**src/logic/periph_ctrl_defs.vh**
```
// constants shared by the peripheral control port
`ifndef PERIPH_CTRL_DEFS_VH
`define PERIPH_CTRL_DEFS_VH

// pin map of the eleven general purpose pins
`define GP_PIN_COUNT 11
`define GP_BUS_LSB 0
`define GP_BUS_MSB 7
`define GP_LATCH_PIN 8
`define GP_READ_PIN 9
`define GP_WRITE_PIN 10

// reset values
`define GP_ALL_RELEASED 11'h7ff
`define GP_ALL_ZERO 11'h000
`define BYTE_ZERO 8'h00
`define IRQ_NONE 2'h0

// mode select encodings
`define MODE_SIMPLE_IO 1'b0
`define MODE_EXT_BUS 1'b1
`define ADDR_MUXED 1'b1
`define TEST_NORMAL 1'b1

// timer: half a millisecond per tick, period in whole milliseconds
`define TIMER_HALF_MS_NS 500000
`define CLK_PERIOD_NS 5
`define TIMER_PERIOD_OFF 6'h00
`define TIMER_PERIOD_WIDTH 6

// external bus phase length in ref_clk cycles
`define BUS_PHASE_CYCLES 4

`endif

```
**src/logic/peripheral_control_port.v**
```verilog
// peripheral control port: gp pins, external bus, square timer and edge interrupts
`timescale 1ns/1ps
`include "periph_ctrl_defs.vh"

module peripheral_control_port #(
  parameter HALF_MS_CYCLES = `TIMER_HALF_MS_NS / `CLK_PERIOD_NS,
  parameter PHASE_CYCLES = `BUS_PHASE_CYCLES
) (
  // clock and reset
  input wire ref_clk,
  input wire rst,
  // mode and test
  input wire extPortModeSel,
  input wire extAddrModeSel,
  input wire testSelectPin,
  output reg testModeActive,
  // simple I/O control, bit set means output
  input wire [10:0] pinDirection,
  input wire [10:0] pinWriteData,
  output reg [10:0] pinReadData,
  // timer control
  input wire [5:0] timerPeriodMs,
  output reg timerSquareOut,
  // external interrupts
  input wire extIrqInZero,
  input wire extIrqInOne,
  input wire [1:0] irqMask,
  input wire [1:0] irqClear,
  output reg [1:0] irqPending,
  output reg irqReqOut,
  output reg irqReqOe_n,
  // external bus cycle requests
  input wire busReq,
  input wire busWrite,
  input wire [7:0] busAddr,
  input wire [7:0] busWrData,
  output reg busBusy,
  output reg busDone,
  output reg [7:0] busRdData,
  // general purpose pins, enable low while driving
  input wire [10:0] gpPinsIn,
  output reg [10:0] gpPinsOut,
  output reg [10:0] gpPinsOe_n
);

  // ***********************************************
  // bus cycle states
  // ***********************************************
  localparam ST_IDLE = 5'h01;
  localparam ST_ADDR = 5'h02;
  localparam ST_GAP = 5'h04;
  localparam ST_STROBE = 5'h08;
  localparam ST_HOLD = 5'h10;

  reg [4:0] state;
  reg [4:0] next_state;
  reg [15:0] phaseCnt;
  reg lastPhase;
  reg cycWrite;
  reg [7:0] cycAddr;
  reg [7:0] cycData;

  // ***********************************************
  // test select
  // ***********************************************
  wire normalMode = (testSelectPin == `TEST_NORMAL);
  wire busMode = normalMode && (extPortModeSel == `MODE_EXT_BUS);

  // test mode flag, gp pins and timer output are parked while it is set
  always @(posedge ref_clk) begin
    if (rst) begin
      testModeActive <= 1'b0;
    end else begin
      testModeActive <= ~normalMode;
    end
  end

  // ***********************************************
  // square wave timer
  // ***********************************************
  reg [31:0] halfMsCnt;
  reg halfMsTick;
  reg [6:0] halfCnt;
  wire [31:0] halfMsLast = HALF_MS_CYCLES - 1;

  // half-millisecond enable pulse from the prescaler
  always @(posedge ref_clk) begin
    if (rst) begin
      halfMsCnt <= 32'h00000000;
      halfMsTick <= 1'b0;
    end else if (halfMsCnt >= halfMsLast) begin
      halfMsCnt <= 32'h00000000;
      halfMsTick <= 1'b1;
    end else begin
      halfMsCnt <= halfMsCnt + 32'h00000001;
      halfMsTick <= 1'b0;
    end
  end

  // each half of the wave lasts timerPeriodMs half-milliseconds
  always @(posedge ref_clk) begin
    if (rst || !normalMode || timerPeriodMs == `TIMER_PERIOD_OFF) begin
      halfCnt <= 7'h00;
      timerSquareOut <= 1'b0; // a period of zero parks the output low
    end else if (halfMsTick) begin
      if (halfCnt >= {1'b0, timerPeriodMs} - 7'h01) begin
        halfCnt <= 7'h00;
        timerSquareOut <= ~timerSquareOut;
      end else begin
        halfCnt <= halfCnt + 7'h01;
      end
    end
  end

  // ***********************************************
  // external interrupt edges
  // ***********************************************
  reg [1:0] irqPrev;
  reg irqArmed;
  wire [1:0] irqNow = {extIrqInOne, extIrqInZero};
  // armed flag keeps the reset value of irqPrev from faking an edge
  wire [1:0] irqEdge = irqArmed ? (irqNow ^ irqPrev) : `IRQ_NONE;
  wire [1:0] next_pending = (irqPending & ~irqClear) | irqEdge; // set wins over clear

  always @(posedge ref_clk) begin
    if (rst) begin
      irqPrev <= `IRQ_NONE;
      irqArmed <= 1'b0;
      irqPending <= `IRQ_NONE;
      irqReqOut <= 1'b0;
      irqReqOe_n <= 1'b1;
    end else begin
      irqPrev <= irqNow;
      irqArmed <= 1'b1;
      irqPending <= next_pending;
      irqReqOut <= 1'b0; // only ever pulls low
      irqReqOe_n <= ~|(next_pending & irqMask);
    end
  end

  // ***********************************************
  // external bus sequencer
  // ***********************************************
  wire [31:0] phaseLastFull = PHASE_CYCLES - 1;
  wire [15:0] phaseLast = phaseLastFull[15:0]; // phase counter is only 16 bits wide

  always @* begin
    lastPhase = (phaseCnt >= phaseLast);
    next_state = state;
    case (state)
      ST_IDLE: begin
        if (busReq && busMode) begin
          // non-muxed addressing skips the latch phase
          next_state = (extAddrModeSel == `ADDR_MUXED) ? ST_ADDR : ST_STROBE;
        end
      end
      ST_ADDR: begin
        if (lastPhase) begin
          next_state = ST_GAP;
        end
      end
      ST_GAP: begin
        if (lastPhase) begin
          next_state = ST_STROBE;
        end
      end
      ST_STROBE: begin
        if (lastPhase) begin
          next_state = ST_HOLD;
        end
      end
      ST_HOLD: begin
        if (lastPhase) begin
          next_state = ST_IDLE;
        end
      end
      default: begin
        next_state = ST_IDLE;
      end
    endcase
  end

  // state, phase counter and captured request
  always @(posedge ref_clk) begin
    if (rst) begin
      state <= ST_IDLE;
      phaseCnt <= 16'h0000;
      cycWrite <= 1'b0;
      cycAddr <= `BYTE_ZERO;
      cycData <= `BYTE_ZERO;
      busBusy <= 1'b0;
      busDone <= 1'b0;
      busRdData <= `BYTE_ZERO;
    end else begin
      state <= next_state;
      busDone <= 1'b0;
      if (next_state != state) begin
        phaseCnt <= 16'h0000;
      end else begin
        phaseCnt <= phaseCnt + 16'h0001;
      end
      if (state == ST_IDLE && next_state != ST_IDLE) begin
        cycWrite <= busWrite;
        cycAddr <= busAddr;
        cycData <= busWrData;
      end
      // read data is taken at the end of the strobe, while the peripheral drives
      if (state == ST_STROBE && lastPhase && !cycWrite) begin
        busRdData <= gpPinsIn[`GP_BUS_MSB:`GP_BUS_LSB];
      end
      if (state == ST_HOLD && lastPhase) begin
        busDone <= 1'b1;
      end
      busBusy <= (next_state != ST_IDLE);
    end
  end

  // ***********************************************
  // pin drivers
  // ***********************************************
  reg [10:0] next_pinOut;
  reg [10:0] next_pinOe_n;

  // a request taken on this edge is not captured yet, so its fields come straight
  // from the inputs; otherwise the first phase would show the previous cycle's values
  wire taking = (state == ST_IDLE) && (next_state != ST_IDLE);
  wire useWrite = taking ? busWrite : cycWrite;
  wire [7:0] useAddr = taking ? busAddr : cycAddr;
  wire [7:0] useData = taking ? busWrData : cycData;

  always @* begin
    next_pinOut = `GP_ALL_ZERO;
    next_pinOe_n = `GP_ALL_RELEASED;
    if (!normalMode) begin
      // test mode keeps everything released
      next_pinOe_n = `GP_ALL_RELEASED;
    end else if (busMode) begin
      // strobes are always driven in bus mode, idle levels between cycles
      next_pinOe_n[`GP_LATCH_PIN] = 1'b0;
      next_pinOe_n[`GP_READ_PIN] = 1'b0;
      next_pinOe_n[`GP_WRITE_PIN] = 1'b0;
      next_pinOut[`GP_LATCH_PIN] = (next_state == ST_ADDR);
      next_pinOut[`GP_READ_PIN] = ~(next_state == ST_STROBE && !useWrite);
      next_pinOut[`GP_WRITE_PIN] = ~(next_state == ST_STROBE && useWrite);
      if (next_state == ST_ADDR) begin
        next_pinOut[`GP_BUS_MSB:`GP_BUS_LSB] = useAddr;
        next_pinOe_n[`GP_BUS_MSB:`GP_BUS_LSB] = `BYTE_ZERO;
      end else if (useWrite && (next_state == ST_STROBE || next_state == ST_HOLD)) begin
        next_pinOut[`GP_BUS_MSB:`GP_BUS_LSB] = useData;
        next_pinOe_n[`GP_BUS_MSB:`GP_BUS_LSB] = `BYTE_ZERO;
      end
    end else begin
      next_pinOut = pinWriteData;
      next_pinOe_n = ~pinDirection;
    end
  end

  // registered pins, so every pin changes only on the clock edge
  always @(posedge ref_clk) begin
    if (rst) begin
      gpPinsOut <= `GP_ALL_ZERO;
      gpPinsOe_n <= `GP_ALL_RELEASED;
      pinReadData <= `GP_ALL_ZERO;
    end else begin
      gpPinsOut <= next_pinOut;
      gpPinsOe_n <= next_pinOe_n;
      pinReadData <= gpPinsIn;
    end
  end

endmodule

```
**config.mk**
```make
export PLATFORM = sky130hd
export DESIGN_NAME = peripheral_control_port
export DESIGN_NICKNAME = d
export VERILOG_FILES = /design/src/logic/peripheral_control_port.v
export VERILOG_INCLUDE_DIRS = /design/src /design/src/logic
export SDC_FILE = /design/constraint.sdc
export NUM_CORES = 1
export LEC_CHECK = 0
export BUFFER_PORTS_ARGS = -buffer_cell sky130_fd_sc_hd__clkbuf_2
export CAP_MARGIN = 20
export CELL_PAD_IN_SITES_DETAIL_PLACEMENT = 0
export CELL_PAD_IN_SITES_GLOBAL_PLACEMENT = 2
export CORE_UTILIZATION = 35
export CTS_BUF_LIST = sky130_fd_sc_hd__clkbuf_16
export CTS_CLUSTER_SIZE = 24
export DETAILED_ROUTE_END_ITERATION = 8
export PLACE_DENSITY = 0.81
export SLEW_MARGIN = 20
export SYNTH_ARGS = -nofsm -noshare
export SYNTH_HDL_FRONTEND = slang
export SYNTH_SLANG_ARGS = --single-unit
```
**constraint.sdc**
```tcl
create_clock -name ref_clk -period 3.2 [get_ports ref_clk]
set_input_delay 0.16 -clock ref_clk [delete_from_list [all_inputs] [get_ports ref_clk]]
set_output_delay 0.16 -clock ref_clk [all_outputs]
set_load 0.01 [all_outputs]
```
After elaboration in Yosys (flattened, before gate mapping):

Index checks and enable logic that the tools add are counted.

* bits in registers: 129
* output and inout port bits: 49
* bits of input ports: 68
* word-level logic and storage cells: 90

* muxes and demuxes: 21
* add/sub/neg operators: 4
* bitwise gates (word level): 10
* reduce and logical (&&, ||, !) cells: 22
* eq/ne operators: 10
* $lt $le $gt $ge: 3

Operators with widths (count)
* $mux W8: 6
* $add A32 B1 Y32 const B: 1
* $ge A32 B17 Y1 const B: 1
* $mux W5: 5
* $pmux W5 S5: 1
* $mux W11: 2
* $add A16 B1 Y16 const B: 1
* $ge A16 B2 Y1 const B: 1
* $not A11 Y11: 1
* $eq A5 B2 Y1 const B: 2
* $eq A5 B4 Y1 const B: 2
* $eq A5 B5 Y1 const B: 2
* $logic_and A1 B1 Y1: 9
* $reduce_or A2 Y1: 4
* $add A7 B1 Y7 const B: 1
* $ge A7 B7 Y1: 1
* $mux W7: 1
* $sub A6 B1 Y7 const B: 1
* $logic_not A6 Y1: 1
* $eq A5 B1 Y1 const B: 1
* $eq A5 B3 Y1 const B: 1
* $ne A5 B1 Y1 const B: 1
* $ne A5 B5 Y1: 1
* $and A2 B2 Y2: 2
* other kinds (10): 21

Depth between registers and ports, before layout:

* depth after elaboration: 11
* depth in mapped cells: 11
* gate-level depth less buffers: 11

Least setup slack after synthesis:

Ideal clock, no wire load.

* path type: register -> register
* start point: register phaseCnt[0]
* end point: register gpPinsOut[0]
* setup slack: 1.210 ns
* required time: 3.080 ns
* library setup time: 0.120 ns
* clock period less this slack: 1.990 ns
* data arrival time: 1.871 ns
* buffers on the path: 1
* cell stages (with the launch flop): 9
* cells stage by stage: dfxtp_1 -> ha_1 -> buf_6 -> nor4_4 -> and4_4 -> o22ai_1 -> o21ba_4 -> nor2b_1 -> o31a_1

* longest elaborated chain between the ends: 10
* elaborated cells between the ends (all ways): 19
* those cells by class: order compare: 1; eq/ne: 4; mux: 11; reduce/logical: 3

RTL lines
* start, declared: RTL line peripheral_control_port.v:57 `reg [15:0] phaseCnt;`
* start signal, assigned: RTL line peripheral_control_port.v:200 `phaseCnt <= phaseCnt + 16'h0001;`
* $ge A16 B2 Y1 (*): RTL line peripheral_control_port.v:148 `lastPhase = (phaseCnt >= phaseLast);`
* $mux W5, on equally long branches
* $pmux W5 S5 (*): RTL line peripheral_control_port.v:150 `case (state)`
* $ne A5 B1 Y1: RTL line peripheral_control_port.v:226 `wire taking = (state == ST_IDLE) && (next_state != ST_IDLE);`
* $logic_and A1 B1 Y1: RTL line peripheral_control_port.v:226
* $mux W1
* $logic_and A1 B1 Y1: RTL line peripheral_control_port.v:248 `end else if (useWrite && (next_state == ST_STROBE || next_state == ST_HOLD)) begin`
* $mux W8: RTL line peripheral_control_port.v:248
* $mux W8 (*): RTL line peripheral_control_port.v:245 `if (next_state == ST_ADDR) begin`
* $mux W11 (*): RTL line peripheral_control_port.v:237 `end else if (busMode) begin`
* end signal, assigned: RTL line peripheral_control_port.v:261 `` gpPinsOut <= `GP_ALL_ZERO; ``
* end signal, assigned: RTL line peripheral_control_port.v:265 `gpPinsOut <= next_pinOut;`
* end, declared: RTL line peripheral_control_port.v:42 `output reg [10:0] gpPinsOut,`

Every way passes the cells marked *; elsewhere a longest branch is shown, timed or not.
A chain may end at the register's enable or synchronous reset.

Final worst setup path:

* start point: register phaseCnt[0]
* end point: register phaseCnt[9]

* longest elaborated chain between the ends: 5
* elaborated cells between the ends (all ways): 9
* those cells by class: add/sub: 1; order compare: 1; eq/ne: 1; mux: 5; reduce/logical: 1

RTL lines
* $ge A16 B2 Y1: RTL line peripheral_control_port.v:148
* $mux W5, on equally long branches
* $pmux W5 S5: RTL line peripheral_control_port.v:150
* $ne A5 B5 Y1: RTL line peripheral_control_port.v:197 `if (next_state != state) begin`
* $reduce_or A2 Y1 (no source line)

Several ways; a longest one is shown, not always the timed one.

==> impl_metrics.env <==
export IMPL_drv_cap=0
export IMPL_status="complete, no violations"
export IMPL_synth_cells=517
export IMPL_final_nets=761
export IMPL_crit_end="phaseCnt[9]"
export IMPL_cts_sinks=129
export IMPL_root_buffer="clkbuf_16"
export IMPL_synthTopCellsByArea="dfxtp_1 (51%), nor2_1 (6.4%), mux2i_1 (4.9%)"
export IMPL_drc=0
export IMPL_drtIter0Drc=202
export IMPL_cp_slowest_stage_delay_ns=0.41
export IMPL_io_pins=117
export IMPL_critPathLaunchType="flop"
export IMPL_post_place_cells=814
export IMPL_final_cell_area_mm2=0.00667
export IMPL_port_buffers=115
export IMPL_r2r_cells=6
export IMPL_ir_drop_uv=326
export IMPL_dieHeight_um=122
export IMPL_core_area_mm2=0.0140
export IMPL_clk_pin_slew_ns=0.05
export IMPL_chipWidth_um=122
export IMPL_crit_path_start="phaseCnt[0]"
export IMPL_cp_required_ns=3.54
export IMPL_path_class="reg -> reg"
export IMPL_ff2ff_setup_slack_ns=0.88
export IMPL_setup_viol=0
export IMPL_leakage_nw=2.90
export IMPL_max_freq_ghz=0.431
export IMPL_rsz0062_at_grt="no"
export IMPL_grt_max_degree=33
export IMPL_avgSynthCellArea_um2=9.82
export IMPL_crit_slowest_cell="nand3_2"
export IMPL_num_rows=43
export IMPL_gp_congestion=0.825
export IMPL_clock_insertion_delay_worst_skew_ns=0.41
export IMPL_post_cts_resized=0
export IMPL_synth_cell_type_count=55
export IMPL_hpwl_mm=8.09
export IMPL_hold_class="in -> reg"
export IMPL_fin_cells=872
export IMPL_r2r_start="phaseCnt[0]"
export IMPL_ant_nets=0
export IMPL_p_per_area_mw_per_mm2=554
export IMPL_routed_wl_mm=11.4
export IMPL_fin_crit_ns=2.32
export IMPL_synth_edf_count=0
export IMPL_areaGrowthSynthToFinish_pct=31.3
export IMPL_synth_top_area_share_pct=50.9
export IMPL_crit_path_max_fanout=16
export IMPL_grt_pass1_wl_mm=18.7
export IMPL_worst_pin_slew_ns=0.578
export IMPL_cts_buffer_depth=2
export IMPL_ys_seq_area_share_pct=50.9
export IMPL_grt_remaining_overflow=0
export IMPL_synth_seq_cells=129
export IMPL_slew_viol_final=0
export IMPL_cts_buffers=17
export IMPL_grt_pass1_vias=4019
export IMPL_fin_skew_ns=0.00480
export IMPL_critical_path_arrival_ns=2.67
export IMPL_placed_cell_area_mm2=0.00585
export IMPL_htree_levels=4
export IMPL_grt_usage_pct=16.4
export IMPL_design_die_area_mm2=0.0150
export IMPL_antenna_found_initial=0
export IMPL_slew_headroom_pct=61.4
export IMPL_post_drt_wl_per_cell_um=13.1
export IMPL_yosys_area_top_type="dfxtp_1"
export IMPL_antennaDiodeCount=0
export IMPL_synthArstFlopShare_pct=0
export IMPL_start_util_pct=36.3
export IMPL_dr_pass1_iters=4
export IMPL_r2r_end="phaseCnt[9]"
export IMPL_finalCritPeriodShare_pct=72.6
export IMPL_yosysWarnings=0
export IMPL_finalHoldViolCount=0
export IMPL_cp_cell_sequence="ha_1, nor4_4, nand4_1, o21ai_0, nand3_2, nor2_4"
export IMPL_worst_setup_path_end_kind="flop"
export IMPL_tns_ns=0
export IMPL_synthFlopType="dfxtp_1"
export IMPL_drive_gt1_share_pct=24.9
export IMPL_vias_per_cell=4.63
export IMPL_cts_tree="built"
export IMPL_syn_area_mm2=0.00507
export IMPL_vias=4035
layout make-up:
| type | count | area (um2) |
|---|---|---|
| well taps | 180 | 225 |
| multi-input cells | 375 | 2400 |
| flip-flops and latches | 129 | 2580 |
| repair buffers | 147 | 886 |
| clock inverters | 13 | 108 |
| clock buffers | 17 | 425 |
| fillers | 1322 | 7320 |
| inverters | 11 | 41.3 |
stage by stage:
| step | total power, mW | setup slack, ns | utilization, % | hold slack [ns] |
|---|---|---|---|---|
| floorplan | 1.84 | 1.21 | - | 0.232 |
| global placement | 1.94 | 0.954 | 41.8 | 0.332 |
| detailed placement | 1.94 | 0.901 | 41.8 | 0.335 |
| CTS | 3.74 | 0.855 | 47.6 | 0.00229 |
| global route | 3.85 | 0.688 | 47.6 | 0.0116 |
| finish | 3.69 | 0.878 | 47.6 | 0.00819 |
sequential cells by signal, indices dropped and copies added, names as in the netlist, 2 cells and up:
| signal | count |
|---|---|
| halfMsCnt | 32 |
| phaseCnt | 16 |
| gpPinsOe_n | 11 |
| gpPinsOut | 11 |
| pinReadData | 11 |
| busRdData | 8 |
| cycAddr | 8 |
| cycData | 8 |
| halfCnt | 7 |
| state | 5 |
| irqPending | 2 |
| irqPrev | 2 |
logic make-up after synthesis:
logic type	Yosys count	share of synthesized area (%)
compound gates	63	8.68
fa+ha+maj	12	2.96
other cells	1	0.0739
buf+inv	28	2.98
simple gates	215	21.8
mux	27	5.37
xor+xnor	42	7.25
flops	129	50.9
worst min path at each step:
stage / cells past startpoint / to / slack (ns) / start
floorplan: 1 / testModeActive / 0.23 / testSelectPin
global placement: 2 / gpPinsOe_n[1] / 0.33 / pinDirection[1]
detailed placement: 2 / gpPinsOe_n[7] / 0.34 / pinDirection[7]
CTS: 3 / cycAddr[4] / 0.002 / busAddr[4]
global route: 3 / cycData[4] / 0.01 / busWrData[4]
finish: 3 / cycData[4] / 0.008 / busWrData[4]
per-layer routing:
metal	global-route usage (%)	wire [um]	vias up
met2	26.7	5370	95
met1	19.0	5140	1863
met4	6.25	147	0
met5	0	0	-
li1	-	-	2062
met3	6.74	752	15
synth_stat cells, drive strengths merged, types with 2 or more instances:
| master | n |
|---|---|
| inv | 11 |
| and4 | 5 |
| nand3 | 19 |
| o21ba | 4 |
| nand2 | 25 |
| ha | 12 |
| xor2 | 25 |
| o31a | 5 |
| and3 | 5 |
| and2 | 5 |
| o21ai | 23 |
| clkbuf | 6 |
| nor2 | 99 |
| nor4 | 7 |
| xnor2 | 17 |
| a21oi | 11 |
| mux2 | 2 |
| a21o | 4 |
| dfxtp | 129 |
| o21bai | 5 |
| nand4 | 11 |
| nor3b | 4 |
| buf | 11 |
| mux2i | 25 |
| a31oi | 2 |
| o22ai | 2 |
| nor2b | 20 |
| nand2b | 4 |
| nor3 | 8 |
worst max-delay path: cells and delay by family, from the launching register on:
kind,cells,cell delay [ns]
AOI/OAI and AO/OA,1,0.30
adders and majority gates,1,0.32
DFF,1,0.35
and+or+nand+nor,4,1.27
what timing repair did:
action,CTS,global route
hold endpoints to repair,31,0
buffers inserted,0,0
hold buffers,28,0
power breakdown:
part	leakage (nW)	internal (mW)	switching [mW]	total (mW)
registers	1.06	1.66	0.0200	1.68
clock network	0.273	1.11	0.653	1.76
logic	1.57	0.124	0.131	0.254
total	2.90	2.89	0.804	3.69
cell usage in the layout, fill, tap and decap left out, types with 8 or more instances in the layout:
cell | Yosys | routed
xor2_1 | 25 | 25
o21ai_1 | 9 | 9
clkbuf_2 | 0 | 115
nor2_1 | 87 | 87
nor3_1 | 8 | 8
nor2b_1 | 20 | 20
nand4_1 | 11 | 11
nand3_1 | 17 | 17
inv_1 | 11 | 15
conb_1 | 1 | 16
ha_1 | 12 | 12
nor2_2 | 11 | 11
dfxtp_1 | 129 | 129
clkbuf_16 | 0 | 17
xnor2_1 | 17 | 17
dlygate4sd3_1 | 0 | 28
a21oi_1 | 11 | 11
nand2_1 | 24 | 24
o21ai_0 | 13 | 13
mux2i_1 | 25 | 25
(Power assumes the default switching activity.)
